### config.mk
export PLATFORM = sky130hd
export DESIGN_NAME = sbd_debug_port
export DESIGN_NICKNAME = d
export VERILOG_FILES = /design/src/rtl/sbd_pkg.sv /design/src/rtl/sbd_stream_if.sv /design/src/rtl/sbd_fifo.sv /design/src/rtl/sbd_debug_port.sv
export SDC_FILE = /design/constraint.sdc
export NUM_CORES = 1
export LEC_CHECK = 0
export ABC_AREA = 1
export BUFFER_PORTS_ARGS = -buffer_cell sky130_fd_sc_hd__buf_2
export CAP_MARGIN = 5
export CELL_PAD_IN_SITES_DETAIL_PLACEMENT = 0
export CELL_PAD_IN_SITES_GLOBAL_PLACEMENT = 1
export CORE_ASPECT_RATIO = 1.25
export CORE_MARGIN = 5
export CORE_UTILIZATION = 50
export DETAILED_ROUTE_END_ITERATION = 10
export PLACE_DENSITY_LB_ADDON = 0.05
export SETUP_SLACK_MARGIN = 0.02
export SYNTH_ARGS = -nofsm -noshare
export SYNTH_HDL_FRONTEND = slang
export SYNTH_HIERARCHICAL = 1
export SYNTH_SLANG_ARGS = --single-unit
### constraint.sdc
create_clock -name clk -period 4.6 [get_ports clk]
set_input_delay 0.92 -clock clk [delete_from_list [all_inputs] [get_ports clk]]
set_output_delay 0.92 -clock clk [all_outputs]
set_load 0.005 [all_outputs]
### src/rtl/sbd_pkg.sv
// Constants shared by the single-wire background debug port and its command FIFO.
// Assumes a single 200 MHz clock domain; all bit-time figures count debug bit clock ticks.
`default_nettype none
package sbd_pkg;
    // Bit-time figures, in debug bit clock ticks, then INIT_CYCLES in clk cycles.
    localparam int unsigned BIT_TICKS      = 16;
    localparam int unsigned SAMPLE_TICKS   = 10;
    localparam int unsigned SPEEDUP_TICK   = 7;
    localparam int unsigned ZERO_LOW_TICKS = 13;
    localparam int unsigned TIMEOUT_TICKS  = 512;
    localparam int unsigned STEAL_TICKS    = 128;
    localparam int unsigned INIT_CYCLES    = 2;

    // Frame field widths and command FIFO depth.
    localparam int unsigned OPC_BITS  = 8;
    localparam int unsigned WORD_BITS = 16;
    localparam int unsigned CMD_WIDTH = OPC_BITS + WORD_BITS;
    localparam int unsigned CMD_DEPTH = 16;

    // Hardware command opcodes.
    localparam logic [7:0] OPC_BACKGROUND   = 8'h90;
    localparam logic [7:0] OPC_READ_BYTE    = 8'hE0;
    localparam logic [7:0] OPC_READ_WORD    = 8'hE8;
    localparam logic [7:0] OPC_DBG_RD_BYTE  = 8'hE4;
    localparam logic [7:0] OPC_DBG_RD_WORD  = 8'hEC;
    localparam logic [7:0] OPC_WRITE_BYTE   = 8'hC0;
    localparam logic [7:0] OPC_WRITE_WORD   = 8'hC8;
    localparam logic [7:0] OPC_DBG_WR_BYTE  = 8'hC4;
    localparam logic [7:0] OPC_DBG_WR_WORD  = 8'hCC;
    // Firmware command opcodes.
    localparam logic [7:0] OPC_FW_RD_FIRST  = 8'h62;
    localparam logic [7:0] OPC_FW_RD_LAST   = 8'h67;
    localparam logic [7:0] OPC_FW_WR_FIRST  = 8'h42;
    localparam logic [7:0] OPC_FW_WR_LAST   = 8'h47;
    localparam logic [7:0] OPC_GO           = 8'h08;
    localparam logic [7:0] OPC_SINGLE_STEP  = 8'h10;
    localparam logic [7:0] OPC_TAG_RESUME   = 8'h18;

    // Debug ROM window while background mode is active.
    localparam logic [15:0] DEBUG_ROM_FIRST = 16'hFF20;
    localparam logic [15:0] DEBUG_ROM_LAST  = 16'hFFFF;

    // Byte-lane enables: high lane holds even addresses, low lane odd ones.
    localparam logic [1:0] LANE_WORD = 2'h3;
    localparam logic [1:0] LANE_ODD  = 2'h1;
    localparam logic [1:0] LANE_EVEN = 2'h2;

    typedef enum logic [2:0] {
        CL_NONE  = 3'h0,
        CL_HW_RD = 3'h1,
        CL_HW_WR = 3'h2,
        CL_BKGND = 3'h3,
        CL_FW_RD = 3'h4,
        CL_FW_WR = 3'h5,
        CL_FW_CT = 3'h6
    } sbd_class_t;
endpackage
`default_nettype wire

### src/rtl/sbd_stream_if.sv
// Valid/ready stream carrier between the debug port and its command FIFO.
// Assumes both ends sit on the same clock.
`default_nettype none
interface sbd_stream_if #(parameter int unsigned WIDTH = 24);
    logic [WIDTH-1:0] data;
    logic             valid;
    logic             ready;
    modport src (output data, output valid, input ready);
    modport snk (input data, input valid, output ready);
endinterface
`default_nettype wire

### src/rtl/sbd_fifo.sv
// Synchronous first-word-fall-through FIFO with valid/ready on both sides.
// Assumes one clock and a synchronous active-low reset.
`default_nettype none
module sbd_fifo #(
    parameter int unsigned WIDTH = 24,
    parameter int unsigned DEPTH = 16
) (
    input  wire logic  clk,
    input  wire logic  reset_n,
    sbd_stream_if.snk  wr,
    sbd_stream_if.src  rd
);
    localparam int unsigned AW = $clog2(DEPTH);

    logic [WIDTH-1:0] mem [DEPTH];
    logic [AW-1:0]    wp_r;
    logic [AW-1:0]    rp_r;
    logic [AW:0]      cnt_r;

    wire full  = (cnt_r == (AW+1)'(DEPTH));
    wire empty = (cnt_r == '0);
    wire push  = wr.valid && !full;
    wire pop   = rd.ready && !empty;

    assign wr.ready = !full;
    assign rd.valid = !empty;
    assign rd.data  = mem[rp_r];

    always_ff @(posedge clk) begin
        if (push) begin
            mem[wp_r] <= wr.data;
        end
    end

    always_ff @(posedge clk) begin
        if (!reset_n) begin
            wp_r  <= '0;
            rp_r  <= '0;
            cnt_r <= '0;
        end else begin
            wp_r  <= push ? wp_r + 1'b1 : wp_r;
            rp_r  <= pop ? rp_r + 1'b1 : rp_r;
            cnt_r <= cnt_r + (AW+1)'(push) - (AW+1)'(pop);
        end
    end
endmodule
`default_nettype wire

### src/rtl/sbd_debug_port.sv
// Single-wire background debug port: bit engine, command framing, bus cycle stealing
// and background-mode control. Assumes memory, firmware and CPU handshakes are on clk.
//
// How it works
// Special single-chip mode starts in background mode.
// Host starts each bit with falling edge.
// MSB first, sixteen debug clocks per bit.
// 512 quiet debug clocks clear the command.
// Bit start seen late; sample ten later.
// Host holds low two cycles, releases early.
// Sending one: speed-up pulse at seven.
// Sending zero: low thirteen, then drive high.
// Host samples about ten cycles in.
// Hardware commands steal bus after 128.
// Opcode 90 enters background if permitted.
// E0, E8, E4 read with address.
// C8, C4, CC write address then data.
// Byte lane by address parity; words aligned.
// Debug map switched in only during access.
// Firmware commands only in background; ROM window.
// Firmware reads 62 to 67 return data.
// Firmware writes 42 to 47 take data.
// 08 resumes, 10 steps, 18 tags.
// Opcode byte then address and/or data word.
// Host waits 150 clocks on hardware commands.
// Host waits 32 clocks on firmware commands.
// Unpermitted background request just keeps running.
// Clock select picks base or bus clock.
// Host waits 64 clocks after resume.
// After time-out next edge starts opcode.
`default_nettype none
module sbd_debug_port
    import sbd_pkg::*;
#(
    parameter int unsigned FIFO_DEPTH = CMD_DEPTH
) (
    input  wire logic        clk,
    input  wire logic        reset_n,
    input  wire logic        debug_line_in,
    output logic             debug_line_out,
    output logic             debug_line_oe_n,
    input  wire logic        special_single_chip,
    input  wire logic        firmware_permit_bit,
    input  wire logic        debug_clock_select,
    input  wire logic        bus_clock_slower,
    input  wire logic        bus_e_clock_tick,
    input  wire logic        bus_free,
    output logic             mem_req,
    output logic             mem_we,
    output logic [15:0]      mem_addr,
    output logic [15:0]      mem_wdata,
    output logic [1:0]       mem_lane,
    output logic             mem_debug_map,
    input  wire logic [15:0] mem_rdata,
    input  wire logic        mem_ack,
    output logic             cpu_freeze,
    input  wire logic [15:0] cpu_addr,
    output logic             debug_rom_hit,
    output logic             background_active,
    output logic             tagging_enable,
    input  wire logic        user_instr_done,
    output logic             fw_cmd_valid,
    output logic [23:0]      fw_cmd_data,
    input  wire logic        fw_cmd_ready,
    input  wire logic [15:0] fw_rdata,
    input  wire logic        fw_rdata_valid
);
    typedef enum logic [2:0] {
        SB_WAIT = 3'b001,
        SB_RX   = 3'b010,
        SB_TX   = 3'b100
    } sbd_bit_t;

    typedef enum logic [6:0] {
        FP_OP   = 7'b0000001,
        FP_ADDR = 7'b0000010,
        FP_DIN  = 7'b0000100,
        FP_MEM  = 7'b0001000,
        FP_PUSH = 7'b0010000,
        FP_FWRD = 7'b0100000,
        FP_DOUT = 7'b1000000
    } sbd_phase_t;

    function automatic sbd_class_t classify(input logic [7:0] op);
        unique case (1'b1)
            op == OPC_READ_BYTE || op == OPC_READ_WORD || op == OPC_DBG_RD_BYTE || op == OPC_DBG_RD_WORD:
                return CL_HW_RD;
            op == OPC_WRITE_BYTE || op == OPC_WRITE_WORD || op == OPC_DBG_WR_BYTE || op == OPC_DBG_WR_WORD:
                return CL_HW_WR;
            op == OPC_BACKGROUND:
                return CL_BKGND;
            op >= OPC_FW_RD_FIRST && op <= OPC_FW_RD_LAST:
                return CL_FW_RD;
            op >= OPC_FW_WR_FIRST && op <= OPC_FW_WR_LAST:
                return CL_FW_WR;
            op == OPC_GO || op == OPC_SINGLE_STEP || op == OPC_TAG_RESUME:
                return CL_FW_CT;
            default:
                return CL_NONE;
        endcase
    endfunction

    // Line synchroniser; only stage 2 and later feed logic.
    logic line_s1_r, line_s2_r, line_s3_r;
    logic strap_s1_r, strap_s2_r;
    logic [1:0] init_cnt_r;

    sbd_bit_t   bstate_r;
    sbd_phase_t phase_r;
    sbd_class_t class_r;
    logic [4:0]  tcnt_r;
    logic [4:0]  bits_r;
    logic [15:0] shreg_r;
    logic [7:0]  opcode_r;
    logic        tx_bit_r;
    logic [9:0]  to_cnt_r;
    logic [7:0]  steal_cnt_r;
    logic        fw_ok_r;
    logic        trace_pend_r;
    logic        line_out_nxt, line_oe_n_nxt;

    // Debug bit clock: base clock every cycle, or the bus clock when chosen or slower.
    wire clk_sel_bus = debug_clock_select || bus_clock_slower;
    wire tick        = clk_sel_bus ? bus_e_clock_tick : 1'b1;
    wire host_fall   = line_s3_r && !line_s2_r;

    wire busy      = (phase_r == FP_MEM) || (phase_r == FP_PUSH) || (phase_r == FP_FWRD);
    wire timeout   = tick && !busy && (to_cnt_r == 10'(TIMEOUT_TICKS - 1));
    wire rx_done   = (bstate_r == SB_RX) && tick && (tcnt_r == 5'(SAMPLE_TICKS - 1));
    wire tx_done   = (bstate_r == SB_TX) && tick && (tcnt_r == 5'(BIT_TICKS - 1));
    wire bit_done  = rx_done || tx_done;
    wire [15:0] sh_nxt   = {shreg_r[14:0], line_s2_r};
    wire [4:0]  bits_nxt = bits_r + 5'h1;
    wire op_done   = bit_done && (phase_r == FP_OP) && (bits_nxt == 5'(OPC_BITS));
    wire word_done = bit_done && (bits_nxt == 5'(WORD_BITS));
    wire [7:0] op_new  = sh_nxt[7:0];
    wire sbd_class_t cl_new = classify(op_new);
    wire is_dbg_map = (opcode_r == OPC_DBG_RD_BYTE) || (opcode_r == OPC_DBG_RD_WORD)
                   || (opcode_r == OPC_DBG_WR_BYTE) || (opcode_r == OPC_DBG_WR_WORD);
    wire is_word    = opcode_r[3];
    wire grant      = (phase_r == FP_MEM) && !mem_req
                   && (bus_free || steal_cnt_r == 8'(STEAL_TICKS));
    wire [15:0] lane_mask = {{8{mem_lane[1]}}, {8{mem_lane[0]}}};

    sbd_stream_if #(.WIDTH(CMD_WIDTH)) cmd_in ();
    sbd_stream_if #(.WIDTH(CMD_WIDTH)) cmd_out ();
    wire pushed = cmd_in.valid && cmd_in.ready;
    wire bkgnd_req = op_done && (cl_new == CL_BKGND);
    wire bg_enter  = (bkgnd_req && firmware_permit_bit) || (trace_pend_r && user_instr_done);
    wire bg_leave  = pushed && (class_r == CL_FW_CT);

    assign cmd_in.valid = (phase_r == FP_PUSH);
    assign cmd_in.data  = {opcode_r, shreg_r};
    assign cmd_out.ready = fw_cmd_ready;

    sbd_fifo #(.WIDTH(CMD_WIDTH), .DEPTH(FIFO_DEPTH)) u_cmd_fifo (
        .clk     (clk),
        .reset_n (reset_n),
        .wr      (cmd_in),
        .rd      (cmd_out)
    );
    assign fw_cmd_valid = cmd_out.valid;
    assign fw_cmd_data  = cmd_out.data;

    always_ff @(posedge clk) begin
        if (!reset_n) begin
            line_s1_r  <= 1'b1;
            line_s2_r  <= 1'b1;
            line_s3_r  <= 1'b1;
            strap_s1_r <= 1'b0;
            strap_s2_r <= 1'b0;
        end else begin
            line_s1_r  <= debug_line_in;
            line_s2_r  <= line_s1_r;
            line_s3_r  <= line_s2_r;
            strap_s1_r <= special_single_chip;
            strap_s2_r <= strap_s1_r;
        end
    end

    // A sent zero makes a fresh fall on the line; the bit engine ignores it while sending.
    always_comb begin
        line_out_nxt  = 1'b1;
        line_oe_n_nxt = 1'b1;
        if (bstate_r == SB_TX) begin
            if (tx_bit_r) begin
                line_oe_n_nxt = !(tcnt_r == 5'(SPEEDUP_TICK));
            end else if (tcnt_r < 5'(ZERO_LOW_TICKS)) begin
                line_out_nxt  = 1'b0;
                line_oe_n_nxt = 1'b0;
            end else begin
                line_oe_n_nxt = !(tcnt_r == 5'(ZERO_LOW_TICKS));
            end
        end
    end

    // Bit engine.
    always_ff @(posedge clk) begin
        if (!reset_n || timeout) begin
            bstate_r <= SB_WAIT;
            tcnt_r   <= '0;
            tx_bit_r <= 1'b0;
        end else begin
            unique case (bstate_r)
                SB_WAIT: begin
                    tcnt_r <= '0;
                    if (host_fall && phase_r == FP_DOUT) begin
                        bstate_r <= SB_TX;
                        tx_bit_r <= shreg_r[15];
                    end else if (host_fall && !busy) begin
                        bstate_r <= SB_RX;
                    end
                end
                SB_RX, SB_TX: begin
                    tcnt_r <= tick ? tcnt_r + 5'h1 : tcnt_r;
                    if (bit_done) begin
                        bstate_r <= SB_WAIT;
                    end
                end
            endcase
        end
    end

    always_ff @(posedge clk) begin
        if (!reset_n || host_fall) begin
            to_cnt_r <= '0;
        end else if (tick) begin
            to_cnt_r <= to_cnt_r + 10'h1;
        end
    end

    // Command framing.
    always_ff @(posedge clk) begin
        if (!reset_n || timeout) begin
            phase_r  <= FP_OP;
            class_r  <= CL_NONE;
            opcode_r <= '0;
            bits_r   <= '0;
            shreg_r  <= '0;
            fw_ok_r  <= 1'b0;
        end else begin
            if (bit_done) begin
                shreg_r <= (bstate_r == SB_TX) ? {shreg_r[14:0], 1'b0} : sh_nxt;
                bits_r  <= (op_done || word_done) ? 5'h0 : bits_nxt;
            end
            unique case (phase_r)
                FP_OP: if (op_done) begin
                    opcode_r <= op_new;
                    class_r  <= cl_new;
                    fw_ok_r  <= background_active;
                    unique case (cl_new)
                        CL_HW_RD, CL_HW_WR: phase_r <= FP_ADDR;
                        CL_FW_WR:           phase_r <= FP_DIN;
                        CL_FW_RD, CL_FW_CT: phase_r <= background_active ? FP_PUSH : FP_OP;
                        default:            phase_r <= FP_OP;
                    endcase
                end
                FP_ADDR: if (word_done) begin
                    phase_r <= (class_r == CL_HW_RD) ? FP_MEM : FP_DIN;
                end
                FP_DIN: if (word_done) begin
                    phase_r <= (class_r == CL_HW_WR) ? FP_MEM : (fw_ok_r ? FP_PUSH : FP_OP);
                end
                FP_MEM: if (mem_ack && mem_req) begin
                    shreg_r <= mem_rdata & lane_mask;
                    phase_r <= mem_we ? FP_OP : FP_DOUT;
                end
                FP_PUSH: if (pushed) begin
                    phase_r <= (class_r == CL_FW_RD) ? FP_FWRD : FP_OP;
                end
                FP_FWRD: if (fw_rdata_valid) begin
                    shreg_r <= fw_rdata;
                    phase_r <= FP_DOUT;
                end
                FP_DOUT: if (word_done) begin
                    phase_r <= FP_OP;
                end
            endcase
        end
    end

    // Memory access with cycle stealing.
    always_ff @(posedge clk) begin
        if (!reset_n) begin
            mem_req       <= 1'b0;
            mem_we        <= 1'b0;
            mem_addr      <= '0;
            mem_wdata     <= '0;
            mem_lane      <= LANE_WORD;
            mem_debug_map <= 1'b0;
            cpu_freeze    <= 1'b0;
            steal_cnt_r   <= '0;
        end else begin
            if (phase_r == FP_ADDR && word_done) begin
                mem_addr <= is_word ? {sh_nxt[15:1], 1'b0} : sh_nxt;
                mem_lane <= is_word ? LANE_WORD : (sh_nxt[0] ? LANE_ODD : LANE_EVEN);
                mem_we   <= (class_r == CL_HW_WR);
            end
            if (phase_r == FP_DIN && word_done) begin
                mem_wdata <= sh_nxt;
            end
            if (grant) begin
                mem_req       <= 1'b1;
                mem_debug_map <= is_dbg_map;
                cpu_freeze    <= !bus_free;
                steal_cnt_r   <= '0;
            end else if (mem_req && mem_ack) begin
                mem_req       <= 1'b0;
                mem_debug_map <= 1'b0;
                cpu_freeze    <= 1'b0;
            end else if (phase_r == FP_MEM && !mem_req && tick) begin
                steal_cnt_r <= steal_cnt_r + 8'h1;
            end
        end
    end

    // Background mode control; the strap is taken only after reset release.
    always_ff @(posedge clk) begin
        if (!reset_n) begin
            init_cnt_r        <= '0;
            background_active <= 1'b0;
            tagging_enable    <= 1'b0;
            trace_pend_r      <= 1'b0;
        end else begin
            if (init_cnt_r != 2'(INIT_CYCLES + 1)) begin
                init_cnt_r <= init_cnt_r + 2'h1;
            end
            if (init_cnt_r == 2'(INIT_CYCLES) && strap_s2_r) begin
                background_active <= 1'b1;
            end else if (bg_enter) begin
                background_active <= 1'b1;
                tagging_enable    <= 1'b0;
            end else if (bg_leave) begin
                background_active <= 1'b0;
                tagging_enable    <= (opcode_r == OPC_TAG_RESUME);
            end
            if (bg_leave) begin
                trace_pend_r <= (opcode_r == OPC_SINGLE_STEP);
            end else if (user_instr_done) begin
                trace_pend_r <= 1'b0;
            end
        end
    end

    always_ff @(posedge clk) begin
        if (!reset_n) begin
            debug_line_out  <= 1'b1;
            debug_line_oe_n <= 1'b1;
            debug_rom_hit   <= 1'b0;
        end else begin
            debug_line_out  <= line_out_nxt;
            debug_line_oe_n <= line_oe_n_nxt;
            debug_rom_hit   <= background_active && cpu_addr >= DEBUG_ROM_FIRST
                            && cpu_addr <= DEBUG_ROM_LAST;
        end
    end
endmodule
`default_nettype wire

Word-level counts from Yosys, hierarchy flattened
Memory sizes are Yosys's and may differ from the RTL's. A register that Yosys moved wholly into a read port is not among the register bits.
Index checks and enable logic that the tools add are counted.
Word-level totals
  flip-flop bits (word level): 131
  memory bits (writable): 384
  input port bits: 61
  output and inout bits: 68
  logic and storage cells: 239
  memories: 1
Memories
  u_cmd_fifo.mem: depth 16, width 24, rd ports 1, clocked after Yosys merged registers in 1, write ports 1, RTL line sbd_fifo.sv:15  | logic [WIDTH-1:0] mem [DEPTH];
Operators by class
  add/sub/neg operators: 9
  magnitude comparators: 7
  equality and inequality tests: 59
  multiplexer cells: 50
  bitwise operators: 5
  reduce and logical (&&, ||, !) cells: 75
Operators by type and width (count)
  8-bit == test (second input constant): 14
  7-bit 2-to-1 mux: 8
  7-bit case mux with 7 select lines: 1
  16-bit 2-to-1 mux: 3
  8-bit by 5-bit == test with 1-bit output (second input constant): 4
  16-bit case mux with 2 select lines: 1
  1-bit logical AND: 29
  5-bit 2-to-1 mux: 5
  5-bit by 4-bit == test with 1-bit output (second input constant): 4
  1-bit logical OR: 20
  2-bit inequality test (second input constant): 10
  1-bit 2-to-1 mux: 19
  3-bit == test (second input constant): 6
  3-bit case mux with 6 select lines: 1
  16-bit bitwise AND: 1
  16-bit greater-or-equal comparator (second input constant): 1
  8-bit by 7-bit greater-or-equal comparator with 1-bit output (second input constant): 2
  16-bit <= comparator (second input constant): 1
  8-bit by 7-bit <= comparator with 1-bit output (second input constant): 2
  5-bit case mux with 3 select lines: 1
  3-bit by 2-bit == test with 1-bit output (second input constant): 4
  4-bit 2-to-1 mux: 3
  2-bit AND reduction: 6
  10-bit by 1-bit adder with 10-bit output (second input constant): 1
  34 further kinds: 58

Logic depth before layout (Yosys ltp)
  depth after elaboration: 12
  depth in mapped cells: 16

Cells and area by module
Netlist, hierarchy kept.
Modules (own cells, without submodules)
  sbd_fifo: times used 1, cells an instance 1679, area each 17289.1 sq um, sequential area each 11871.4 sq um
  sbd_debug_port: times used 1, cells an instance 789, area each 5800.6 sq um, sequential area each 2362.3 sq um

Worst setup path after synthesis
Ideal clock, no wire load.
  kind: register to register
  start point: register phase_r[4]
  end point: memory u_cmd_fifo.mem[0][0] (enable)
  library setup time: 0.405 ns
  data arrival time: 2.201 ns
  path slack: 1.994 ns
  stages on the path, launching flop included: 9
  clock period less this slack: 2.606 ns
  path through: dfxtp_1 -> inv_1 -> nor2_1 -> nand2_1 -> inv_1 -> nand2_1 -> inv_1 -> nand2_1 -> nor2_1
Between the ends
  cells in the longest elaborated chain, start to end: 4
RTL lines
  start: declaration: RTL line sbd_debug_port.sv:109  | sbd_phase_t phase_r;
  start signal: assignment: RTL line sbd_debug_port.sv:254  | CL_FW_RD, CL_FW_CT: phase_r <= background_active ? FP_PUSH : FP_OP;
  start signal: assignment: RTL line sbd_debug_port.sv:259  | phase_r <= (class_r == CL_HW_RD) ? FP_MEM : FP_DIN;
  start signal: assignment: RTL line sbd_debug_port.sv:262  | phase_r <= (class_r == CL_HW_WR) ? FP_MEM : (fw_ok_r ? FP_PUSH : FP_OP);
  7-bit by 5-bit == test with 1-bit output: RTL line sbd_debug_port.sv:152  | assign cmd_in.valid = (phase_r == FP_PUSH);
  via cmd_in.valid: RTL line sbd_stream_if.sv:6  | logic valid;
  1-bit logical AND: RTL line sbd_fifo.sv:22  | wire push = wr.valid && !full;
  1-bit 2-to-1 mux: RTL line sbd_fifo.sv:30  | if (push) begin
  1-bit 2-to-1 mux (not written as such): RTL line sbd_fifo.sv:31  | mem[wp_r] <= wr.data;
  end: declaration: RTL line sbd_fifo.sv:15
The timed path passes the listed nets, and every way through them passes these cells.

==> out/qor.yml <==
wl_met3_mm: 2.849
avgSynthCellArea_um2: 9.356
die_x_um: 202.2
hold_depth: 1
reg2reg_to: "u_cmd_fifo/mem[13][7]$_DFFE_PP_"
r2r-start: "phase_r[3]$_SDFFE_PP0P_"
hpwl_mm: 34.64
dr.max_layer_used: "met4"
ir_drop_mv: 0.2980
gr-total-overflow: 0
clkTransAtPathRegs_ps: 60
synth_top_cell_area_share_pct: 49.94
finalCritPeriodShare_pct: 76.30
setup_tns_ps: 0
wl_per_cell_um: 18.32
cts.path.max_buffers: 3
cts_buffers: 51
synth_warnings: 6
cts_setup_buffers: 0
vias: 16690
grt_max_degree: 193
synth_cells: 2468
grt_pass1_wl_mm: 89.64
cp.required_ps: 3680
rsz0062_at_grt: "no"
yosysTopAreaCell: "edfxtp_1"
worst-path-max-fanout: 192
fin_util_pct: 56.54
final_cell_mix: "nand2_1 (648), inv_1 (409), edfxtp_1 (384), nand3_1 (335), dfxtp_1 (132)"
n_fill_cell: 4020
hold_viol: 0
drc: 0
drt-initial-drc-count: 859
cts-hold-fix-buffers: 0
ys_seq_elements: 519
skew_ps: 16.98
finalSetupViolCount: 0
final_nets: 2646
yosysUniqueCellTypes: 46
cp.arrival_ps: 2590
failed_checks: "antenna violations"
area_growth_pct: 12.43
seqPwrFrac_pct: 45.5
syn-num-nets: 2551
clkPwrFrac_pct: 37.9
layout_commonest_cell: "nand2_1"
p_total_w: 0.01127
internal-power_w: 0.008214
finalWirelength_mm: 58.53
p_leak_nw: 11.10
cts_tree: "built"
start_util_pct: 50.29
dr_wl_met2_mm: 30.08
io_buffers: 123
hp-class: "flip-flop to flip-flop"
crit_type: "flip-flop to output port"
seq_area_frac_synth_pct: 61.65
met1_length_mm: 23.78
ctsResizeCount: 0
slew_viol_final: 0
fin_crit_ps: 3510
relSlewSlack_pct: 24.67
power_per_cell_area_mw_per_mm2: 434.2
synth.top_cells.by_area: "edfxtp_1 (50%), dfxtp_1 (12%), nand2_1 (11%)"
via_per_inst: 5.224
grt_pass1_vias: 16351
grt_use_total_pct: 22.57
rr_worst_depth: 10
antenna_found_initial: 2
drive_above_1_share_pct: 11.44
cts-htree-levels: 2
cts.sinks: 519
worst_setup_path_start_kind: "flip-flop"
whs_endpoint: "line_s2_r$_SDFF_PN1_"
synth_area_mm2: 0.02309
place.gp.congestion: 0.8244
p_comb_share_pct: 16.6
root_buffer: "clkbuf_16"
num_io_pins: 129
netSwitchingFraction_pct: 27.12
tightest_slew_ps: 1130
p_sw_w: 0.003057
ant_nets: 1
drt_pass1_iterations: 5
dieArea_mm2: 0.05060
fmax_mhz: 284.9
die_y_um: 250.3
rrSetupSlack_ps: 1200
cap_viol_max_count: 0
rows: 88
hold_start: "line_s1_r$_SDFF_PN1_"
status: "complete, but fails checks"
endpoint_kind: "output port"
fp.coreArea_mm2: 0.04591
worstSkewPairLatency_ps: 570
-- routing by layer --
layer | track usage [%] | up-vias
met2 | 41.61 | 397
met4 | 7.374 | 0
met1 | 27.19 | 7939
met3 | 3.172 | 115
li1 | - | 8239
met5 | 0 | -
-- state kept, by name, indices dropped and copies added (netlist names), 2 cells and up, named ones only --
signal	count
u_cmd_fifo/mem	384
mem_addr	16
mem_wdata	16
shreg_r	16
to_cnt_r	10
opcode_r	8
steal_cnt_r	8
phase_r	7
bits_r	5
tcnt_r	5
u_cmd_fifo/cnt_r	5
u_cmd_fifo/rp_r	4
u_cmd_fifo/wp_r	4
bstate_r	3
class_r	3
init_cnt_r	2
mem_lane	2
-- stage by stage --
stage / cell area [µm²] / setup WS, ps / hold slack, ps / cells
floorplan: 23090 / 1994 / 390.5 / 2468
global placement: 24220 / 1311 / 398.3 / 3095
detailed placement: 24220 / 1262 / 401.3 / 3095
CTS: 25950 / 1084 / 416.0 / 3190
global route: 25950 / 1001 / 431.2 / 3190
finish: 25960 / 1090 / 411.4 / 3195
-- worst max path at each step --
stage | cells after the start | endpoint | startpoint
CTS | 9 | fw_cmd_data[15] | flip-flop
detailed placement | 10 | u_cmd_fifo/mem[13][7]$_DFFE_PP_ | phase_r[0]$_SDFFE_PP1P_
global placement | 10 | u_cmd_fifo/mem[13][7]$_DFFE_PP_ | phase_r[3]$_SDFFE_PP0P_
floorplan | 8 | u_cmd_fifo/mem[0][0]$_DFFE_PP_ | phase_r[4]$_SDFFE_PP0P_
global route | 9 | fw_cmd_data[12] | flip-flop
finish | 8 | fw_cmd_data[6] | flip-flop
-- critical path: stages, from the launching register on --
cell and delay (ps):
dfxtp_4 370, buf_12 510, nand2_1 110, nand2_1 110, nand2_1 50, nand3_1 80
nand3_1 100, nand2_1 180, buf_2 140
-- synthesized netlist by cell type (all sizes together) --
cell	instances
nor3	16
a21oi	67
edfxtp	384
nor4b	1
and2	1
o21bai	1
nand4	54
or2	5
xor2	8
ha	21
o22ai	1
fa	1
buf	87
clkbuf	27
o41ai	1
a211oi	9
dfxtp	135
a31oi	16
o21ai	56
clkinv	3
nor4	2
nor2	133
o211ai	18
and3	1
nand2	658
nand3b	3
inv	419
nand3	337
xnor2	2
o21a	1
-- logic make-up (layout without fill, tap and decap cells) --
family          Yosys count  count (layout)  synth area share (%)
simple gates           1211            1211                 22.97
xor+xnor                 10              10                0.3793
other cells               0               5                     0
flops                   519             519                 61.65
buf+inv                 536             673                 9.472
compound gates          170             170                 4.314
fa+ha+maj                22              22                 1.225
-- power groups by stage --
stage	registers (W)	logic (W)	clock network, W
final	0.00513	0.00187	0.00427
after detailed placement	0.00523	0.00188	0
after global placement	0.00523	0.00186	0
after global routing	0.00514	0.00209	0.00456
after CTS	0.00513	0.00189	0.00437
after floorplan	0.00516	0.00140	0
-- cell type report --
cell class / count / area, µm² / area share, %
repair buffers: 156 / 925.9 / 3.567
multi-input cells: 1413 / 6729 / 25.92
clock inverters: 26 / 299.0 / 1.152
clock buffers: 69 / 1431 / 5.514
diodes: 5 / 12.51 / 0.04820
well taps: 585 / 732.0 / 2.820
inverters: 422 / 1587 / 6.112
flip-flops and latches: 519 / 14240 / 54.87
No activity file was read; power rests on OpenSTA's default activity.
